<file path="src/verilog/poll_defines.svh">
// Constants for the operator command poll unit: sizes, register map,
// field positions, reset values and timing counts.
// Assumes a 100 MHz core clock and a 32-bit APB slave port.
`ifndef POLL_DEFINES_SVH
`define POLL_DEFINES_SVH

// ==========================================================================
// Entry module population and word layout
`define NUM_RELAY       4
`define NUM_ROUTINE     2
`define NUM_MOD         7
`define POS_W           3
`define FUNC_W          4
`define DIGITS_W        40
`define KEY_W           5
`define WORD_W          12
`define ADDR_W          4
`define WIDX_W          2
`define WORDS_RELAY     3'h1
`define WORDS_LONG      3'h4

// ==========================================================================
// Timing
`define CLK_PERIOD_NS   10
`define SCAN_DWELL_NS   1000
`define SCAN_DWELL_CYC  ((`SCAN_DWELL_NS + `CLK_PERIOD_NS - 1) / `CLK_PERIOD_NS)

// ==========================================================================
// Register map (byte addresses) and fields
`define APB_AW          8
`define REG_CTRL        8'h00
`define REG_STATUS      8'h04
`define REG_DATA        8'h08
`define REG_LAMP        8'h0c
`define REG_MALF        8'h10
`define REG_IRQ_STAT    8'h14
`define REG_IRQ_MASK    8'h18
`define CTRL_SCAN_EN    0
`define CTRL_COLLECT_EN 1
`define CTRL_RST        2'h1
`define MALF_SHOW       8
`define IRQ_CAPTURE     0
`define IRQ_DONE        1
`define IRQ_W           2

`endif

</file>
<file path="src/verilog/poll_pkg.sv">
// Types shared by the operator command poll unit and its word store.
// Assumes poll_defines.svh is on the include path.
`include "poll_defines.svh"

package poll_pkg;

    // ======================================================================
    // Executor states and entry module kinds
    typedef enum logic [1:0] {ST_SCAN, ST_LOAD, ST_OFFER} poll_state_type;
    typedef enum logic [1:0] {KIND_RELAY, KIND_ROUTINE, KIND_KEY} kind_type;

    // ======================================================================
    // One parallel word handed to the command computer.
    typedef struct packed {
        logic [`WORD_W-1:0]  data;
    } cmd_word_type;

endpackage

</file>
<file path="src/verilog/operator_command_poll_unit.sv">
// Polling executor between operator entry modules and the command computer.
// Assumes synchronous panel inputs, one 100 MHz clock, an APB master.
//
// Contract
// RULE_01: Relay module gives four function bits, one per switch, 1 when on.
// RULE_02: Only execute starts relay events; switches alone trigger nothing.
// RULE_03: Routine module forms 40 bits from ten BCD digits on execute.
// RULE_04: Any keyboard key press starts one five-bit word toward guidance.
// RULE_05: Tape mode feeds successive words; manual steps forward and reverse.
// RULE_06: Executor polls all entry modules in fixed order, repeating forever.
// RULE_07: A press interrupts the executor only when the scan reaches it.
// RULE_08: Data and address move to the computer only under its control.
// RULE_09: The attached module address only identifies the source module.
// RULE_10: Relay module data and address go as one 12-bit word.
// RULE_11: Routine or keyboard data and address go as four 12-bit words.
// RULE_12: On computer command, drive verification lamps on entry modules.
// RULE_13: On computer command after failure, show malfunction codes on panel.
// RULE_14: Computer sends each 24-bit message as two 12-bit words.
// RULE_15: Computer picks one of three converters by target equipment class.
// RULE_16: On good delivery computer orders verification on originating panel.
// RULE_17: Computer retries a preset count, then enters fault isolation.
// RULE_18: Finish a module's transfer before resuming scan at the next one.
//
// The implementer's own choices: the APB register port and the register addresses.
`timescale 1ns/1ps
`include "poll_defines.svh"

module operator_command_poll_unit (
    input  wire logic                              i_core_clk,
    input  wire logic                              i_rst,
    input  wire logic                              i_psel,
    input  wire logic                              i_penable,
    input  wire logic                              i_pwrite,
    input  wire logic [`APB_AW-1:0]                i_paddr,
    input  wire logic [31:0]                       i_pwdata,
    output logic      [31:0]                       o_prdata,
    output logic                                   o_pready,
    output logic                                   o_pslverr,
    input  wire logic [`NUM_RELAY*`FUNC_W-1:0]     i_relay_func,
    input  wire logic [`NUM_RELAY-1:0]             i_relay_exec,
    input  wire logic [`NUM_ROUTINE*`DIGITS_W-1:0] i_routine_digits,
    input  wire logic [`NUM_ROUTINE-1:0]           i_routine_exec,
    input  wire logic                              i_key_press,
    input  wire logic [`KEY_W-1:0]                 i_key_code,
    input  wire logic                              i_tape_auto,
    input  wire logic                              i_tape_valid,
    input  wire logic [`KEY_W-1:0]                 i_tape_word,
    input  wire logic                              i_tape_step_fwd,
    input  wire logic                              i_tape_step_rev,
    output logic                                   o_tape_fwd,
    output logic                                   o_tape_rev,
    output logic      [`NUM_MOD-1:0]               o_verify_lamp,
    output logic      [7:0]                        o_maint_code,
    output logic                                   o_maint_show,
    output logic                                   o_irq
);

    // ======================================================================
    // Decoding helpers
    // Kind of the entry module sitting at a scan position.
    function automatic poll_pkg::kind_type kind_of(
        input logic [`POS_W-1:0] p);
        if (p < `POS_W'(`NUM_RELAY)) begin
            kind_of = poll_pkg::KIND_RELAY;
        end else if (p < `POS_W'(`NUM_RELAY + `NUM_ROUTINE)) begin
            kind_of = poll_pkg::KIND_ROUTINE;
        end else begin
            kind_of = poll_pkg::KIND_KEY;
        end
    endfunction

    // True when an APB address hits one of our registers.
    function automatic logic reg_mapped(input logic [`APB_AW-1:0] a);
        case (a)
            `REG_CTRL, `REG_STATUS, `REG_DATA, `REG_LAMP,
            `REG_MALF, `REG_IRQ_STAT, `REG_IRQ_MASK: reg_mapped = 1'b1;
            default: reg_mapped = 1'b0;
        endcase
    endfunction

    // Builds word number idx of a transfer; the address field carries only
    // the scan position so the computer can tell the source apart.
    function automatic poll_pkg::cmd_word_type build_word(
        input poll_pkg::kind_type       k,
        input logic [`WIDX_W-1:0]       idx,
        input logic [`POS_W-1:0]        p,
        input logic [`DIGITS_W-1:0]     s);
        logic [`ADDR_W-1:0] a;
        a = {1'b0, p};
        build_word.data = 12'h000;
        case (k)
            poll_pkg::KIND_RELAY: build_word.data = {a, 4'h0, s[3:0]};
            poll_pkg::KIND_ROUTINE: begin
                case (idx)
                    2'h0: build_word.data = {a, s[39:32]};
                    2'h1: build_word.data = s[31:20];
                    2'h2: build_word.data = s[19:8];
                    default: build_word.data = {s[7:0], 4'h0};
                endcase
            end
            default: begin
                if (idx == 2'h0) begin
                    build_word.data = {a, 3'h0, s[4:0]};
                end
            end
        endcase
    endfunction

    // ======================================================================
    // State
    poll_pkg::poll_state_type st_q;
    logic [`POS_W-1:0]    pos_q;
    logic [`NUM_MOD-1:0]  press;
    logic [`NUM_MOD-1:0]  pend_q;
    logic [6:0]           tick_cnt_q;
    logic                 tick;
    logic [`WIDX_W-1:0]   wcnt_q;
    logic [`WIDX_W-1:0]   rd_idx_q;
    logic [2:0]           nwords_q;
    logic [`DIGITS_W-1:0] snap_q;
    logic [`KEY_W-1:0]    key_q;
    logic                 tape_valid_q;
    logic [1:0]           ctrl_q;
    logic [`IRQ_W-1:0]    irq_stat_q;
    logic [`IRQ_W-1:0]    irq_mask_q;
    logic [`IRQ_W-1:0]    irq_set;
    logic                 ack_q;
    logic                 acc;
    logic                 wr_done;
    logic                 rd_done;
    logic                 hit;
    logic                 load_last;
    logic                 pop;
    logic                 done;
    logic                 tape_new;
    poll_pkg::kind_type   kind;
    poll_pkg::cmd_word_type wword;
    poll_pkg::cmd_word_type rword;

    assign kind     = kind_of(pos_q);
    assign tape_new = i_tape_auto & i_tape_valid & ~tape_valid_q;

    // ======================================================================
    // Entry module requests
    // A press is latched until the scan serves it; a new press in the
    // clearing cycle wins, so that request is not lost.
    genvar g;
    generate
        for (g = 0; g < `NUM_MOD; g++) begin : g_req
            if (g < `NUM_RELAY) begin : g_r
                assign press[g] = i_relay_exec[g];        // RULE_02
            end else if (g < `NUM_RELAY + `NUM_ROUTINE) begin : g_c
                assign press[g] = i_routine_exec[g - `NUM_RELAY]; // RULE_03
            end else begin : g_k
                assign press[g] = i_key_press | tape_new; // RULE_04
            end
            always_ff @(posedge i_core_clk) begin
                if (i_rst) begin
                    pend_q[g] <= 1'b0;
                end else if (press[g]) begin
                    pend_q[g] <= 1'b1;
                end else if (hit && pos_q == `POS_W'(g)) begin
                    pend_q[g] <= 1'b0;
                end
            end
        end
    endgenerate

    // Keyboard character latch: a key, or in tape mode the next tape word.
    always_ff @(posedge i_core_clk) begin
        if (i_rst) begin
            key_q        <= 5'h00;
            tape_valid_q <= 1'b0;
        end else begin
            tape_valid_q <= i_tape_valid;
            if (i_key_press) begin
                key_q <= i_key_code;                      // RULE_04
            end else if (tape_new) begin
                key_q <= i_tape_word;                     // RULE_05
            end
        end
    end

    // ======================================================================
    // Scan timing and executor sequence
    // Dwell divider; it only runs while scanning so a transfer never
    // shortens the next module's dwell.
    always_ff @(posedge i_core_clk) begin
        if (i_rst || st_q != poll_pkg::ST_SCAN || !ctrl_q[`CTRL_SCAN_EN]) begin
            tick_cnt_q <= 7'h00;
        end else if (tick) begin
            tick_cnt_q <= 7'h00;
        end else begin
            tick_cnt_q <= tick_cnt_q + 7'h01;
        end
    end
    assign tick = (tick_cnt_q == 7'(`SCAN_DWELL_CYC - 1));

    // Service only happens with the computer's collect enable set; without
    // it the request stays pending and the scan moves past.
    assign hit = tick && st_q == poll_pkg::ST_SCAN && pend_q[pos_q]
               && ctrl_q[`CTRL_COLLECT_EN];               // RULE_07 RULE_08
    assign load_last = st_q == poll_pkg::ST_LOAD
                     && {1'b0, wcnt_q} == nwords_q - 3'h1;
    assign pop  = st_q == poll_pkg::ST_OFFER && rd_done
                && i_paddr == `REG_DATA;
    assign done = pop && {1'b0, rd_idx_q} == nwords_q - 3'h1;

    // Executor state, scan position and word counters.
    always_ff @(posedge i_core_clk) begin
        if (i_rst) begin
            st_q     <= poll_pkg::ST_SCAN;
            pos_q    <= `POS_W'(0);
            wcnt_q   <= 2'h0;
            rd_idx_q <= 2'h0;
            nwords_q <= `WORDS_RELAY;
        end else begin
            case (st_q)
                poll_pkg::ST_SCAN: begin
                    if (hit) begin
                        st_q     <= poll_pkg::ST_LOAD;
                        wcnt_q   <= 2'h0;
                        nwords_q <= (kind == poll_pkg::KIND_RELAY)
                                  ? `WORDS_RELAY : `WORDS_LONG; // RULE_10 RULE_11
                    end else if (tick) begin
                        pos_q <= (pos_q == `POS_W'(`NUM_MOD - 1))
                               ? `POS_W'(0) : pos_q + `POS_W'(1); // RULE_06
                    end
                end
                poll_pkg::ST_LOAD: begin
                    wcnt_q <= wcnt_q + 2'h1;
                    if (load_last) begin
                        st_q     <= poll_pkg::ST_OFFER;
                        rd_idx_q <= 2'h0;
                    end
                end
                poll_pkg::ST_OFFER: begin
                    if (done) begin
                        st_q  <= poll_pkg::ST_SCAN;       // RULE_18
                        pos_q <= (pos_q == `POS_W'(`NUM_MOD - 1))
                               ? `POS_W'(0) : pos_q + `POS_W'(1);
                    end else if (pop) begin
                        rd_idx_q <= rd_idx_q + 2'h1;
                    end
                end
                default: st_q <= poll_pkg::ST_SCAN;
            endcase
        end
    end

    // Snapshot of the served module; switches are sampled only here, so
    // moving them between presses triggers nothing.
    always_ff @(posedge i_core_clk) begin
        if (i_rst) begin
            snap_q <= 40'h0;
        end else if (hit) begin
            case (kind)
                poll_pkg::KIND_RELAY:
                    snap_q <= {36'h0, // RULE_01
                        i_relay_func[32'(pos_q) * `FUNC_W +: `FUNC_W]};
                poll_pkg::KIND_ROUTINE:
                    snap_q <= i_routine_digits[(32'(pos_q) - `NUM_RELAY)
                              * `DIGITS_W +: `DIGITS_W]; // RULE_03
                default: snap_q <= {35'h0, key_q};
            endcase
        end
    end

    // Word store for the transfer being offered.
    assign wword = build_word(kind, wcnt_q, pos_q, snap_q); // RULE_09
    cmd_word_store u_store (
        .i_core_clk (i_core_clk),
        .i_we       (st_q == poll_pkg::ST_LOAD),
        .i_waddr    (wcnt_q),
        .i_wdata    (wword),
        .i_raddr    (rd_idx_q),
        .o_rdata    (rword)
    );

    // ======================================================================
    // Tape reader steps
    // Manual steps pass through only outside tape mode; in tape mode the
    // reader advances once a keyboard transfer has been fully read.
    always_ff @(posedge i_core_clk) begin
        if (i_rst) begin
            o_tape_fwd <= 1'b0;
            o_tape_rev <= 1'b0;
        end else begin
            o_tape_fwd <= (~i_tape_auto & i_tape_step_fwd)
                        | (i_tape_auto & done
                           & kind == poll_pkg::KIND_KEY); // RULE_05
            o_tape_rev <= ~i_tape_auto & i_tape_step_rev; // RULE_05
        end
    end

    // ======================================================================
    // APB slave
    // Every access takes one wait state so read data come from a register
    // and the word store has settled.
    assign acc       = i_psel & i_penable;
    assign o_pready  = acc & ack_q;
    assign o_pslverr = o_pready & ~reg_mapped(i_paddr);
    assign wr_done   = o_pready & i_pwrite & reg_mapped(i_paddr);
    assign rd_done   = o_pready & ~i_pwrite;

    always_ff @(posedge i_core_clk) begin
        if (i_rst) begin
            ack_q <= 1'b0;
        end else begin
            ack_q <= acc & ~ack_q;
        end
    end

    // Read data captured in the first access cycle.
    always_ff @(posedge i_core_clk) begin
        if (i_rst) begin
            o_prdata <= 32'h0;
        end else if (acc && !ack_q && !i_pwrite) begin
            case (i_paddr)
                `REG_CTRL:     o_prdata <= {30'h0, ctrl_q};
                `REG_STATUS:   o_prdata <= {13'h0, rd_idx_q, 1'b0, nwords_q,
                                            1'b0, pend_q, 1'b0, pos_q,
                                            st_q == poll_pkg::ST_OFFER};
                `REG_DATA:     o_prdata <= {20'h0, rword.data};
                `REG_LAMP:     o_prdata <= {25'h0, o_verify_lamp};
                `REG_MALF:     o_prdata <= {23'h0, o_maint_show, o_maint_code};
                `REG_IRQ_STAT: o_prdata <= {30'h0, irq_stat_q};
                `REG_IRQ_MASK: o_prdata <= {30'h0, irq_mask_q};
                default:       o_prdata <= 32'h0;
            endcase
        end
    end

    // Control, lamps and maintenance display, all written by the computer.
    always_ff @(posedge i_core_clk) begin
        if (i_rst) begin
            ctrl_q        <= `CTRL_RST;
            o_verify_lamp <= 7'h00;
            o_maint_code  <= 8'h00;
            o_maint_show  <= 1'b0;
            irq_mask_q    <= 2'h0;
        end else if (wr_done) begin
            case (i_paddr)
                `REG_CTRL:     ctrl_q <= i_pwdata[1:0];              // RULE_08
                `REG_LAMP:     o_verify_lamp <= i_pwdata[6:0];       // RULE_12
                `REG_MALF: begin
                    o_maint_code <= i_pwdata[7:0];                   // RULE_13
                    o_maint_show <= i_pwdata[`MALF_SHOW];            // RULE_13
                end
                `REG_IRQ_MASK: irq_mask_q <= i_pwdata[1:0];
                default: ;
            endcase
        end
    end

    // Sticky events, write one to clear; a new event beats the clear.
    assign irq_set = {done, load_last};
    always_ff @(posedge i_core_clk) begin
        if (i_rst) begin
            irq_stat_q <= 2'h0;
            o_irq      <= 1'b0;
        end else begin
            if (wr_done && i_paddr == `REG_IRQ_STAT) begin
                irq_stat_q <= (irq_stat_q & ~i_pwdata[1:0]) | irq_set;
            end else begin
                irq_stat_q <= irq_stat_q | irq_set;
            end
            o_irq <= |(irq_stat_q & irq_mask_q);
        end
    end
endmodule

</file>
<file path="src/verilog/cmd_word_store.sv">
// Small word store holding one transfer of up to four command words.
// Assumes a single clock; read data appear one edge after the address.
`timescale 1ns/1ps
`include "poll_defines.svh"

module cmd_word_store (
    input  wire logic                  i_core_clk,
    input  wire logic                  i_we,
    input  wire logic [`WIDX_W-1:0]    i_waddr,
    input  wire poll_pkg::cmd_word_type i_wdata,
    input  wire logic [`WIDX_W-1:0]    i_raddr,
    output poll_pkg::cmd_word_type     o_rdata
);

    poll_pkg::cmd_word_type mem [0:(1<<`WIDX_W)-1];
    poll_pkg::cmd_word_type rdata_q;

    // Write port; contents need no reset since a word is always
    // written before the computer is offered it.
    always_ff @(posedge i_core_clk) begin
        if (i_we) begin
            mem[i_waddr] <= i_wdata;
        end
    end

    // Registered read port.
    always_ff @(posedge i_core_clk) begin
        rdata_q <= mem[i_raddr];
    end

    assign o_rdata = rdata_q;

endmodule

</file>
<file path="config.mk">
export PLATFORM = sky130hd
export DESIGN_NAME = operator_command_poll_unit
export DESIGN_NICKNAME = d
export VERILOG_FILES = /design/src/verilog/poll_pkg.sv /design/src/verilog/operator_command_poll_unit.sv /design/src/verilog/cmd_word_store.sv
export VERILOG_INCLUDE_DIRS = /design/src /design/src/verilog
export SDC_FILE = /design/constraint.sdc
export NUM_CORES = 1
export LEC_CHECK = 0
export ABC_AREA = 1
export BUFFER_PORTS_ARGS = -buffer_cell sky130_fd_sc_hd__buf_2
export CORE_MARGIN = 2
export CORE_UTILIZATION = 40
export DETAILED_ROUTE_END_ITERATION = 10
export GPL_ROUTABILITY_DRIVEN = 1
export GPL_TIMING_DRIVEN = 0
export PLACE_DENSITY = 0.62
export SLEW_MARGIN = 30
export SYNTH_ARGS = -nofsm -noshare
export SYNTH_HDL_FRONTEND = slang
export SYNTH_SLANG_ARGS = --single-unit
</file>
<file path="constraint.sdc">
create_clock -name i_core_clk -period 8.1 [get_ports i_core_clk]
set_input_delay 1.62 -clock i_core_clk [delete_from_list [all_inputs] [get_ports i_core_clk]]
set_output_delay 1.62 -clock i_core_clk [all_outputs]
set_load 0.005 [all_outputs]
</file>
# After elaboration in Yosys (flattened, before gate mapping)
# Memories as Yosys holds them, arrays and structs flattened. A register that Yosys moved wholly into a read port is not among the register bits.
# Cells that the tools add are included.
[classes]
n_mul = 1
magnitude_cmp = 3
n_shift = 2
addsub = 6
eq_ne = 28
n_bitwise = 25
muxes = 45
reduce_logical = 51
[op_table]
columns = ["op", "n"]
rows = [
  ["19-bit case mux with 7 select lines", 1],
  ["40-bit case mux with 2 select lines", 1],
  ["80-bit by 33-bit variable part select with 40-bit output", 1],
  ["12-bit case mux with 3 select lines", 1],
  ["32-bit by 3-bit multiplier with 29-bit output, second input constant", 1],
  ["8-bit by 5-bit equality test with 1-bit output, second input constant", 3],
  ["12-bit case mux with 2 select lines", 1],
  ["2-bit nonzero test", 12],
  ["2-bit two-way mux", 10],
  ["1-bit two-way mux", 18],
  ["1-bit logical AND", 17],
  ["8-bit by 4-bit equality test with 1-bit output, second input constant", 2],
  ["16-bit by 6-bit variable part select with 4-bit output", 1],
  ["3-bit two-way mux", 5],
  ["2-bit != test, second input constant", 7],
  ["1-bit bitwise AND", 13],
  ["2-bit AND reduction", 6],
  ["11-bit two-way mux", 1],
  ["5-bit two-way mux", 2],
  ["3-bit equality test, second input constant", 3],
  ["8-bit by 3-bit equality test with 1-bit output, second input constant", 1],
  ["8-bit logical NOT", 1],
  ["2-bit case mux with 2 select lines", 2],
  ["4-bit AND reduction", 2],
  ["other kinds (28)", 49],
]
[word_totals]
ff_bits = 130
word_cells = 189
memories = 1
mem_bits_rw = 48
output_inout_bits = 53
[memory_table]
columns = ["name", "depth", "width", "rd", "rd_clocked_by_memory_dff", "write_ports", "line_no", "source"]
rows = [
  ["u_store.mem", 4, 12, 1, 1, 1, "cmd_word_store.sv:15", "poll_pkg::cmd_word_type mem [0:(1<<`WIDX_W)-1];"],
]

# Depth between registers and ports, before layout
# Gate-level depths: netlist of run 1.
[logic_depth]
depth_word = 9
depth_mapped = 20

# Cells and area by module
# Synthesis of run 1 repeated with hierarchy kept, for this count alone.
[hier_totals]
hier_cells = 1853
area_unflattened_um2 = 11493.5
[by_module_without_submodules]
columns = ["mod", "seq_area_each_um2", "cells_each", "area_each_um2", "instances"]
rows = [
  ["operator_command_poll_unit", 2262.2, 1645, 9151.3, 1],
  ["cmd_word_store", 1681.6, 208, 2342.2, 1],
]

# Worst setup path before layout of run 1
# No wires, ideal clock.
[synth_timing]
path_kind = "input to output"
start = "in i_paddr[7]"
end = "out o_pslverr"
t_required_ps = 6480
path_stages = 4
arrival_ps = 2155
setup_slack_ps = 4325
n_path_buf = 0
cell_sequence = "nor2_1 nand2_1 a311oi_2 nor2_1"
[synth_via]
elab_chain_len = 5
[synth_lines]
columns = ["element", "line_no", "source"]
rows = [
  ["from (decl)", "operator_command_poll_unit.sv:34", "input wire logic [`APB_AW-1:0] i_paddr,"],
  ["8-bit by 4-bit equality test with 1-bit output (tied with other cells)", "operator_command_poll_unit.sv:74", "case (a)"],
  ["7-bit OR reduction *", "operator_command_poll_unit.sv:74", ""],
  ["1-bit two-way mux *", "operator_command_poll_unit.sv:74", ""],
  ["1-bit inverter *", "operator_command_poll_unit.sv:302", "assign o_pslverr = o_pready & ~reg_mapped(i_paddr);"],
  ["1-bit bitwise AND *", "operator_command_poll_unit.sv:302", ""],
  ["to (decl)", "operator_command_poll_unit.sv:38", "output logic o_pslverr,"],
]
# Every way passes the cells marked *; elsewhere a longest branch is shown, timed or not.

# Worst setup path in the final report of run 1
[layout_timing]
start = "reg pos_q[1]"
end = "reg snap_q[6]"
[layout_via]
elab_chain_len = 5
[layout_lines]
columns = ["element", "line_no", "source"]
rows = [
  ["from (decl)", "operator_command_poll_unit.sv:112", "logic [`POS_W-1:0] pos_q;"],
  ["from (signal assigned)", "operator_command_poll_unit.sv:213", "pos_q <= `POS_W'(0);"],
  ["from (signal assigned)", "operator_command_poll_unit.sv:226", "pos_q <= (pos_q == `POS_W'(`NUM_MOD - 1))"],
  ["from (signal assigned)", "operator_command_poll_unit.sv:240", "pos_q <= (pos_q == `POS_W'(`NUM_MOD - 1))"],
  ["parallel branches: the longest is 5 deep, another holds 32-bit by 3-bit multiplier with 29-bit output", "-", ""],
  ["to (signal assigned)", "operator_command_poll_unit.sv:259", "snap_q <= {36'h0,"],
  ["to (signal assigned)", "operator_command_poll_unit.sv:262", "snap_q <= i_routine_digits[(32'(pos_q) - `NUM_RELAY)"],
  ["to (signal assigned)", "operator_command_poll_unit.sv:264", "default: snap_q <= {35'h0, key_q};"],
  ["to (decl)", "operator_command_poll_unit.sv:120", "logic [`DIGITS_W-1:0] snap_q;"],
]
# Parallel ways; which one is timed is not known. The select of a mux whose other input is x is not followed.
# A chain may end at the register's enable or synchronous reset.

==> results.py, run 1 <==
metrics = {
    "status": {
        "outcome": "finished, final reports clean",
    },
    "global_routing": {
        "grt_pass1_vias": 12205,
        "grt_pass1_wl_um": 71500,
        "grt_use_total": 0.329,
        "overflow": 0,
        "antenna_found_initial": 0,
        "grt_max_degree": 18,
    },
    "synthesis": {
        "yosysWarnings": 0,
        "synth_edf_count": 48,
        "synth-xor-area-share": 0.00156,
        "ys.flop_type": "dfxtp_1",
        "syn_inst": 1725,
        "ys_seq_elements": 173,
        "synthSimpleGateAreaFrac": 0.323,
        "synthMuxAreaShare": 0,
        "synth-compound-area-share": 0.204,
        "async_flop_share": 0,
        "synthAdderAreaFrac": 0.0185,
        "postSynthAreaPerCell_sq_um": 6.51,
        "seq_area_frac_synth": 0.351,
        "yosys.cell_types.count": 48,
        "synth_top_family_by_area": "simple AND/OR/NAND/NOR gates",
        "syn-cell-area_sq_mm": 0.0112,
    },
    "sta": {
        "tightest_slew_ps": 906,
        "finClkSkew_ps": 18.6,
        "drv_slew": 0,
        "finalSetupViolCount": 0,
        "max_freq_ghz": 0.228,
        "rsz0062_at_grt": "no",
        "finalHoldViolCount": 0,
        "slew_headroom": 0.396,
        "fin_ws_ps": 3710,
        "finalCriticalPeriod_ps": 4390,
        "tns_ps": 0,
        "fin_crit_sh": 0.542,
    },
    "die": {
        "rows": 61,
        "dieArea_sq_mm": 0.0294,
        "fp.dieH_um": 172,
        "start_util": 0.405,
        "io_pins": 215,
        "core_area_sq_mm": 0.0277,
        "die_w_um": 172,
    },
    "job": {
        "maxCapViolCount": 0,
    },
    "setup_path": {
        "crit_arrival_ps": 4680,
        "cp.required_ps": 8390,
        "crit_path_max_fanout": 10,
        "critPathKind": "reg2reg",
        "start_kind": "register",
        "endpoint_kind": "register",
    },
    "power_and_ir_drop": {
        "power_frac_clock": 0.441,
        "p_comb_frac": 0.062,
        "power_switching_uw": 446,
        "power-per-cell-area_mw_per_mm2": 136,
        "p_leak_uw": 0.00567,
        "switching_share": 0.247,
        "pwr-share-seq": 0.496,
        "p_int_uw": 1350,
        "ir_worst_vdd_uv": 136,
    },
    "detailed_routing": {
        "avgViaCountPerCell": 5.59,
        "routedWlPerCell_um": 21.0,
        "ant_nets": 0,
        "drt_iter0_markers": 1622,
        "vias": 13002,
        "drcViolationCount": 0,
        "wirelength_um": 48800,
        "first_pass_iters": 5,
    },
    "place": {
        "place.gp.congestion": 0.996,
        "post-place-ws_ps": 3820,
        "dpl_cell_area_sq_mm": 0.0126,
        "io_buffers": 175,
        "hpwlAfterDp_um": 38300,
    },
    "clock_network": {
        "h-tree-depth": 4,
        "postCtsHoldBufs": 0,
        "clkLatencyLatePin_ps": 430,
        "path_clk_slew_ps": 70,
        "clock_sinks": 173,
        "ctsResizeCount": 0,
        "clock-root-buffer": "clkbuf_16",
        "clockBufferDepth": 2,
        "cts_tree": "done",
        "cts_inserted_buffers": 17,
        "cts_setup_buffers": 0,
    },
    "layout": {
        "final_nets": 2112,
        "final_cell_area_sq_mm": 0.0132,
        "area_growth_pct": 17.8,
        "drive_above_1_share": 0.162,
        "diodes": 0,
        "fill_cells": 2969,
    },
    "hold_path": {
        "hold_path_class": "reg2reg",
    },
}
[kinds of logic after synthesis]
family	after synthesis
buffers and inverters	250
flip-flops	173
other	1
XOR/XNOR	2
AO/OA/AOI/OAI	414
AND/OR/NAND/NOR	869
adder cells (fa/ha/maj)	16
[final timing paths]
path                       from            end  slack, ps  depth (start not counted)
setup / recovery       pos_q[1]      snap_q[6]       3710                         17
hold / removal    tick_cnt_q[0]  tick_cnt_q[0]        450                          1
setup reg to reg       pos_q[1]      snap_q[6]       3710                         17
hold reg to reg   tick_cnt_q[0]  tick_cnt_q[0]        450                          1
[power groups by stage]
stage                     Clock [uW]  Combinational [uW]  Sequential [uW]
final                            795                 112              893
after global routing             841                 123              894
after CTS                        806                 111              893
after detailed placement           0                 110              913
after global placement             0                 109              913
after floorplan                    0                48.5              912
[routing by layer]
layer  track usage  part of all wire
met5             0                 0
met1         0.431              0.42
met4         0.144             0.046
met3        0.0568             0.095
met2         0.531              0.44
[critical path, stage by stage (launching register included)]
cell	delay (ps)
dfxtp_1	460
inv_2	250
buf_1	530
buf_2	450
ha_1	300
ha_1	200
ha_1	210
inv_1	80
nand2_1	140
nand2_2	210
clkbuf_1	430
nor2_1	140
o21ai_0	260
nand2_1	80
nand2_1	110
nand3_1	100
nand3_1	200
a21oi_1	90
[Yosys cell counts (2+ instances only)]
cell type	n	share of area
inv_1	120	0.040
clkbuf_1	53	0.018
a22o_1	8	0.0062
a221oi_1	3	0.0023
inv_2	5	0.0017
o31ai_1	3	0.0020
dfxtp_1	125	0.22
nand3_1	141	0.063
a21oi_2	17	0.013
nor2_4	3	0.0030
a21oi_1	159	0.071
nor2_1	128	0.043
nand4_1	11	0.0061
a31oi_1	8	0.0045
nor4_1	2	0.0011
buf_1	11	0.0037
clkinv_1	4	0.0013
o21ai_0	168	0.075
o21ai_1	11	0.0049
o22ai_1	13	0.0072
buf_6	9	0.0090
nand2_2	8	0.0045
ha_1	15	0.017
nand3b_1	9	0.0060
o21a_1	4	0.0027
edfxtp_1	48	0.13
a211oi_1	2	0.0013
buf_4	26	0.017
nor2_2	7	0.0039
a41oi_1	4	0.0031
buf_2	22	0.0098
nand2_1	541	0.18
o211ai_1	10	0.0067
nor3_1	13	0.0058
[registers in the layout, indices dropped and copies added (netlist names), 3 cells and up]
register / cells
key_q: 5
o_maint_code: 8
o_prdata: 16
o_verify_lamp: 7
pend_q: 7
pos_q: 3
snap_q: 40
tick_cnt_q: 7
u_store.mem: 48
u_store.o_rdata: 12
[layout make-up]
class                   instances  area [sq um]  share of cell area
inverters                     129           484              0.0366
clock inverters                15           146              0.0111
well taps                     378           473              0.0358
clock buffers                  17           425              0.0322
flip-flops and latches        173          3940               0.298
repair buffers                175           876              0.0663
multi-input cells            1317          6220               0.471
plain buffers                 121           647              0.0489
[through the flow]
step / utilization / cells / hold slack [ps] / power, uW
finish: 0.477 / 2325 / 454 / 1800
global route: 0.477 / 2325 / 466 / 1860
CTS: 0.477 / 2325 / 453 / 1810
detailed placement: 0.457 / 2293 / 435 / 1020
global placement: 0.456 / 2293 / 429 / 1020
floorplan: - / 1740 / 418 / 960
[cell usage in the layout (no fill, tap or decap), types with 17 or more instances in the layout]
cell type    n
nor2_1     124
inv_1      120
nand3_1    141
a21oi_2     17
edfxtp_1    48
nand2_1    541
a21oi_1    159
dfxtp_1    125
buf_4       26
clkbuf_16   17
clkbuf_1    53
o21ai_0    168
buf_2      197
Note: power is estimated with default switching activity, not from simulation.
==> run 2, diff against run 1 <==
Clock period 8.1 ns to 4.4 ns, I/O delays scaled along.
==> run 2 against run 1 <==
Compared with the run above:
- critical path depth fell by 1
- design area barely moved
- count of clock-buffer cells in the layout did not move
- critical endpoint unchanged
- largest cell class unchanged
- largest power group unchanged
- highest routed layer unchanged
==> results.py, run 2 (same netlist as run 1, synthesis figures left out) <==
metrics = {
    "status": {
        "outcome": "finished, final reports clean",
    },
    "sta": {
        "fin_crit_sh": 0.914,
        "tightest_slew_ps": 895,
        "finClkSkew_ps": 17.8,
        "drv_slew": 0,
        "slew_headroom": 0.403,
        "finalHoldViolCount": 0,
        "tns_ps": 0,
        "rsz0062_at_grt": "no",
        "finalCriticalPeriod_ps": 4020,
        "finalSetupViolCount": 0,
        "max_freq_ghz": 0.249,
    },
    "layout": {
        "diodes": 0,
        "final_nets": 2111,
        "largestRegisters": "u_store.mem x48, snap_q x40, o_prdata x16",
        "fill_cells": 2968,
        "final_common_cell": "nand2_1",
        "final_cell_mix": "nand2_1 (541), buf_2 (197), o21ai_0 (168)",
        "multi_input_area_sq_mm": 0.00622,
        "area_growth_pct": 17.7,
        "finish.utilization": 0.477,
        "regMostFlops": "u_store.mem",
        "drive_above_1_share": 0.162,
        "seq_area_sq_mm": 0.00394,
        "largest_reg_flops": 48,
    },
    "power_and_ir_drop": {
        "p_int_uw": 2490,
        "pwr-share-seq": 0.495,
        "p_comb_frac": 0.062,
        "power_frac_clock": 0.442,
        "ir_worst_vdd_uv": 250,
        "power_switching_uw": 824,
        "p_leak_uw": 0.00567,
        "power-per-cell-area_mw_per_mm2": 251,
        "switching_share": 0.248,
    },
    "place": {
        "io_buffers": 175,
        "hpwlAfterDp_um": 38300,
        "place.gp.congestion": 0.996,
    },
    "die": {
        "start_util": 0.405,
        "die_w_um": 172,
        "io_pins": 215,
        "dieArea_sq_mm": 0.0294,
        "fp.dieH_um": 172,
        "core_area_sq_mm": 0.0277,
        "rows": 61,
    },
    "setup_path": {
        "crit_arrival_ps": 4320,
        "endpoint_kind": "register",
        "start_kind": "register",
        "crit_path_max_fanout": 16,
        "cp.required_ps": 4690,
        "critPathKind": "reg2reg",
    },
    "clock_network": {
        "clockBufferDepth": 2,
        "cts_inserted_buffers": 17,
        "cts_setup_buffers": 0,
        "clock-root-buffer": "clkbuf_16",
        "path_clk_slew_ps": 80,
        "clock_sinks": 173,
        "cts_tree": "done",
        "clkLatencyLatePin_ps": 430,
        "h-tree-depth": 4,
    },
    "global_routing": {
        "antenna_found_initial": 0,
        "grt_pass1_vias": 12205,
        "grt_use_total": 0.329,
        "grt_pass1_wl_um": 71500,
        "overflow": 0,
        "grt_max_degree": 18,
    },
    "detailed_routing": {
        "routedWlPerCell_um": 21.0,
        "ant_nets": 0,
        "vias": 12954,
        "first_pass_iters": 6,
        "wirelength_um": 48700,
        "drt_iter0_markers": 1529,
        "avgViaCountPerCell": 5.57,
        "drcViolationCount": 0,
    },
    "hold_path": {
        "hold_path_class": "reg2reg",
    },
    "job": {
        "maxCapViolCount": 0,
    },
}
-- run 2: cell types whose count changed in the layout (fill, tap and decap cells not counted) --
cell / change
buf_1: -1
-- run 2: cell type report --
cell class / count / share of cell area
Multi-Input combinational cell: 1317 / 0.471
Timing Repair Buffer: 175 / 0.0663
Sequential cell: 173 / 0.298
Clock buffer: 17 / 0.0322
Tap cell: 378 / 0.0358
Buffer: 120 / 0.0487
Inverter: 129 / 0.0366
Clock inverter: 15 / 0.0111
-- run 2: metrics by stage --
stage	cells	area [sq um]	worst slack (ps)	hold slack, ps	power, uW
3_5_place_dp	2293	12600	117	435	1880
6_report	2324	13200	377	454	3320
5_1_grt	2324	13200	115	466	3420
2_1_floorplan	1740	11300	1460	418	1770
4_1_cts	2325	13200	87.6	453	3330
3_3_place_gp	2293	12600	144	429	1880
-- run 2: worst max-delay path, stage by stage (launching register included) --
cell and delay (ps):
dfxtp_1 630, inv_2 300, buf_2 330, ha_1 340, ha_1 200, ha_1 210
inv_1 80, nand2_1 130, nand2_2 220, clkbuf_1 420, nor2_1 140, o21ai_0 260
nand2_1 90, nand2_1 110, nand3_1 110, nand3_1 210, a21oi_1 90
-- run 2: worst paths after layout --
path | end | cells past startpoint | slack, ps | startpoint
worst max-delay path | snap_q[6] | 16 | 380 | pos_q[1]
worst max register to register | snap_q[6] | 16 | 380 | pos_q[1]
worst min-delay path | tick_cnt_q[0] | 1 | 450 | tick_cnt_q[0]
worst min register to register | tick_cnt_q[0] | 1 | 450 | tick_cnt_q[0]
-- run 2: timing repair --
item | in CTS | in global routing
hold buffers | 0 | 0
resized for setup | 0 | 0
endpoints found under the setup margin | 0 | 29
-- run 2: routing by layer --
layer / global-route usage / share of wire / wire, um
met1: 0.431 / 0.42 / 20400
met2: 0.531 / 0.45 / 21700
met3: 0.0568 / 0.091 / 4440
met4: 0.144 / 0.045 / 2200
met5: 0 / 0 / 0
-- run 2: power groups by stage --
stage	sequential, uW	clock (uW)	combinational [uW]
2_1_floorplan	1680	0	89.3
3_3_place_gp	1680	0	201
3_5_place_dp	1680	0	203
4_1_cts	1640	1480	204
5_1_grt	1640	1550	226
6_report	1640	1470	207
==> run 3, diff against run 2 <==
Settings changed: SETUP_SLACK_MARGIN from default to 0.4.
==> run 3 against run 2 <==
Compared with the run above:
- sequential power is essentially flat
- total power hardly changed
- via count increased by 0.35%
- core utilization increased by 0.072 points
- non-clock buffer count is 1 higher
- register-to-register slack better by 330 ps
- critical path type unchanged
- largest power group unchanged
==> results.py, run 3 (same netlist as run 1, synthesis figures left out) <==
metrics = {
    "clock_network": {
        "clockBufferDepth": 2,
        "path_clk_slew_ps": 80,
        "cts_inserted_buffers": 17,
        "cts_setup_buffers": 0,
        "cts_tree": "done",
        "clkLatencyLatePin_ps": 430,
        "h-tree-depth": 4,
        "clock-root-buffer": "clkbuf_16",
        "clock_sinks": 173,
    },
    "sta": {
        "slew_headroom": 0.389,
        "rsz0062_at_grt": "no",
        "tns_ps": 0,
        "drv_slew": 0,
        "max_freq_ghz": 0.271,
        "tightest_slew_ps": 916,
        "finalCriticalPeriod_ps": 3690,
        "finalHoldViolCount": 0,
        "finalSetupViolCount": 0,
        "finClkSkew_ps": 21.8,
        "whs_ps": 455,
        "fin_crit_sh": 0.838,
    },
    "global_routing": {
        "overflow": 0,
        "grt_pass1_wl_um": 71600,
        "grt_pass1_vias": 12194,
        "grt_use_total": 0.329,
        "grt_max_degree": 18,
        "antenna_found_initial": 0,
    },
    "power_and_ir_drop": {
        "ir_worst_vdd_uv": 247,
        "p_leak_uw": 0.00568,
        "power-per-cell-area_mw_per_mm2": 251,
    },
    "detailed_routing": {
        "highest_layer": "met4",
        "met3_length_um": 4650,
        "vias": 12999,
        "ant_nets": 0,
        "wirelength_um": 48800,
        "first_pass_iters": 6,
        "wl_met1_um": 20300,
        "met2_length_um": 21700,
        "routedWlPerCell_um": 21.0,
        "avgViaCountPerCell": 5.59,
        "drcViolationCount": 0,
        "drt_iter0_markers": 1766,
    },
    "layout": {
        "largest_reg_flops": 48,
        "final_nets": 2112,
        "final_cell_area_sq_mm": 0.0132,
        "final_cell_mix": "nand2_1 (541), buf_2 (196), o21ai_0 (166)",
        "regMostFlops": "u_store.mem",
        "stdcell_count": 2326,
        "largestRegisters": "u_store.mem x48, snap_q x40, o_prdata x16",
        "finish.utilization": 0.478,
        "area_growth_pct": 17.9,
        "drive_above_1_share": 0.164,
        "final_common_cell": "nand2_1",
    },
    "hold_path": {
        "hold_path_class": "reg2reg",
        "hp-start": "tick_cnt_q[0]",
    },
    "setup_path": {
        "crit_arrival_ps": 3980,
        "endpoint_kind": "register",
        "critPathLaunch": "pos_q[1]",
        "timing.rr.start": "pos_q[1]",
        "crit_path_max_fanout": 10,
        "cp.required_ps": 4690,
        "start_kind": "register",
        "critPathKind": "reg2reg",
    },
    "place": {
        "hpwlAfterDp_um": 38300,
        "dpl_cell_area_sq_mm": 0.0126,
        "place.gp.congestion": 0.996,
        "placed_cells": 2293,
        "io_buffers": 175,
    },
    "die": {
        "die_w_um": 172,
        "start_util": 0.405,
        "dieArea_sq_mm": 0.0294,
        "rows": 61,
        "core_area_sq_mm": 0.0277,
        "fp.dieH_um": 172,
        "io_pins": 215,
    },
    "job": {
        "maxCapViolCount": 0,
    },
    "status": {
        "outcome": "finished, final reports clean",
    },
}
==> run 3: changes by cell type in the layout (fill, tap and decap cells not counted), sizes merged <==
cell,before,now
clkbuf,70,71
diode,0,1
==> run 3: final timing paths <==
| path | to | slack [ps] | cells past startpoint |
|---|---|---|---|
| max | snap_q[7] | 710 | 16 |
| min | tick_cnt_q[0] | 450 | 1 |
| max reg2reg | snap_q[7] | 710 | 16 |
| min reg2reg | tick_cnt_q[0] | 450 | 1 |
==> run 3: what timing repair did <==
action,in CTS,in global routing
cloned,0,0
resized for setup,4,5
setup endpoints to repair,37,15
hold buffers,0,0
==> run 3: area by class of cell <==
cell class	instances	area [sq um]
Inverter	129	484
Antenna cell	1	2.50
Multi-Input combinational cell	1317	6230
Sequential cell	173	3950
Tap cell	378	473
Clock inverter	15	146
Timing Repair Buffer	175	876
Buffer	121	654
Clock buffer	17	425
Fill cell	2972	14500
==> run 3: stage by stage <==
stage / setup slack (ps) / power (uW)
3_3_place_gp: 144 / 1880
2_1_floorplan: 1460 / 1770
6_report: 711 / 3320
4_1_cts: 528 / 3330
3_5_place_dp: 117 / 1880
5_1_grt: 479 / 3420
==> run 3: where the power goes <==
group	switching (uW)	internal (uW)	leakage, uW
sequential	6.32	1640	0.00142
combinational	125	82.5	0.00397
clock	691	774	0.000287
total	822	2490	0.00568
==> run 3: worst max-delay path, stage by stage (launching register included) <==
cell	delay (ps)
dfxtp_2	490
inv_2	170
clkbuf_4	240
buf_4	230
ha_1	310
ha_1	200
ha_1	210
inv_1	80
nand2_1	140
nand2_2	210
buf_2	330
buf_2	310
o21ai_0	110
nand3_1	140
nand3_1	110
nand3_1	190
a21oi_1	80
==> run 3: layer usage <==
| layer | global-route usage | up-vias |
|---|---|---|
| met2 | 0.530 | 726 |
| met4 | 0.144 | 0 |
| met3 | 0.0568 | 126 |
| met5 | 0 | - |
| met1 | 0.432 | 6028 |
| li1 | - | 6119 |
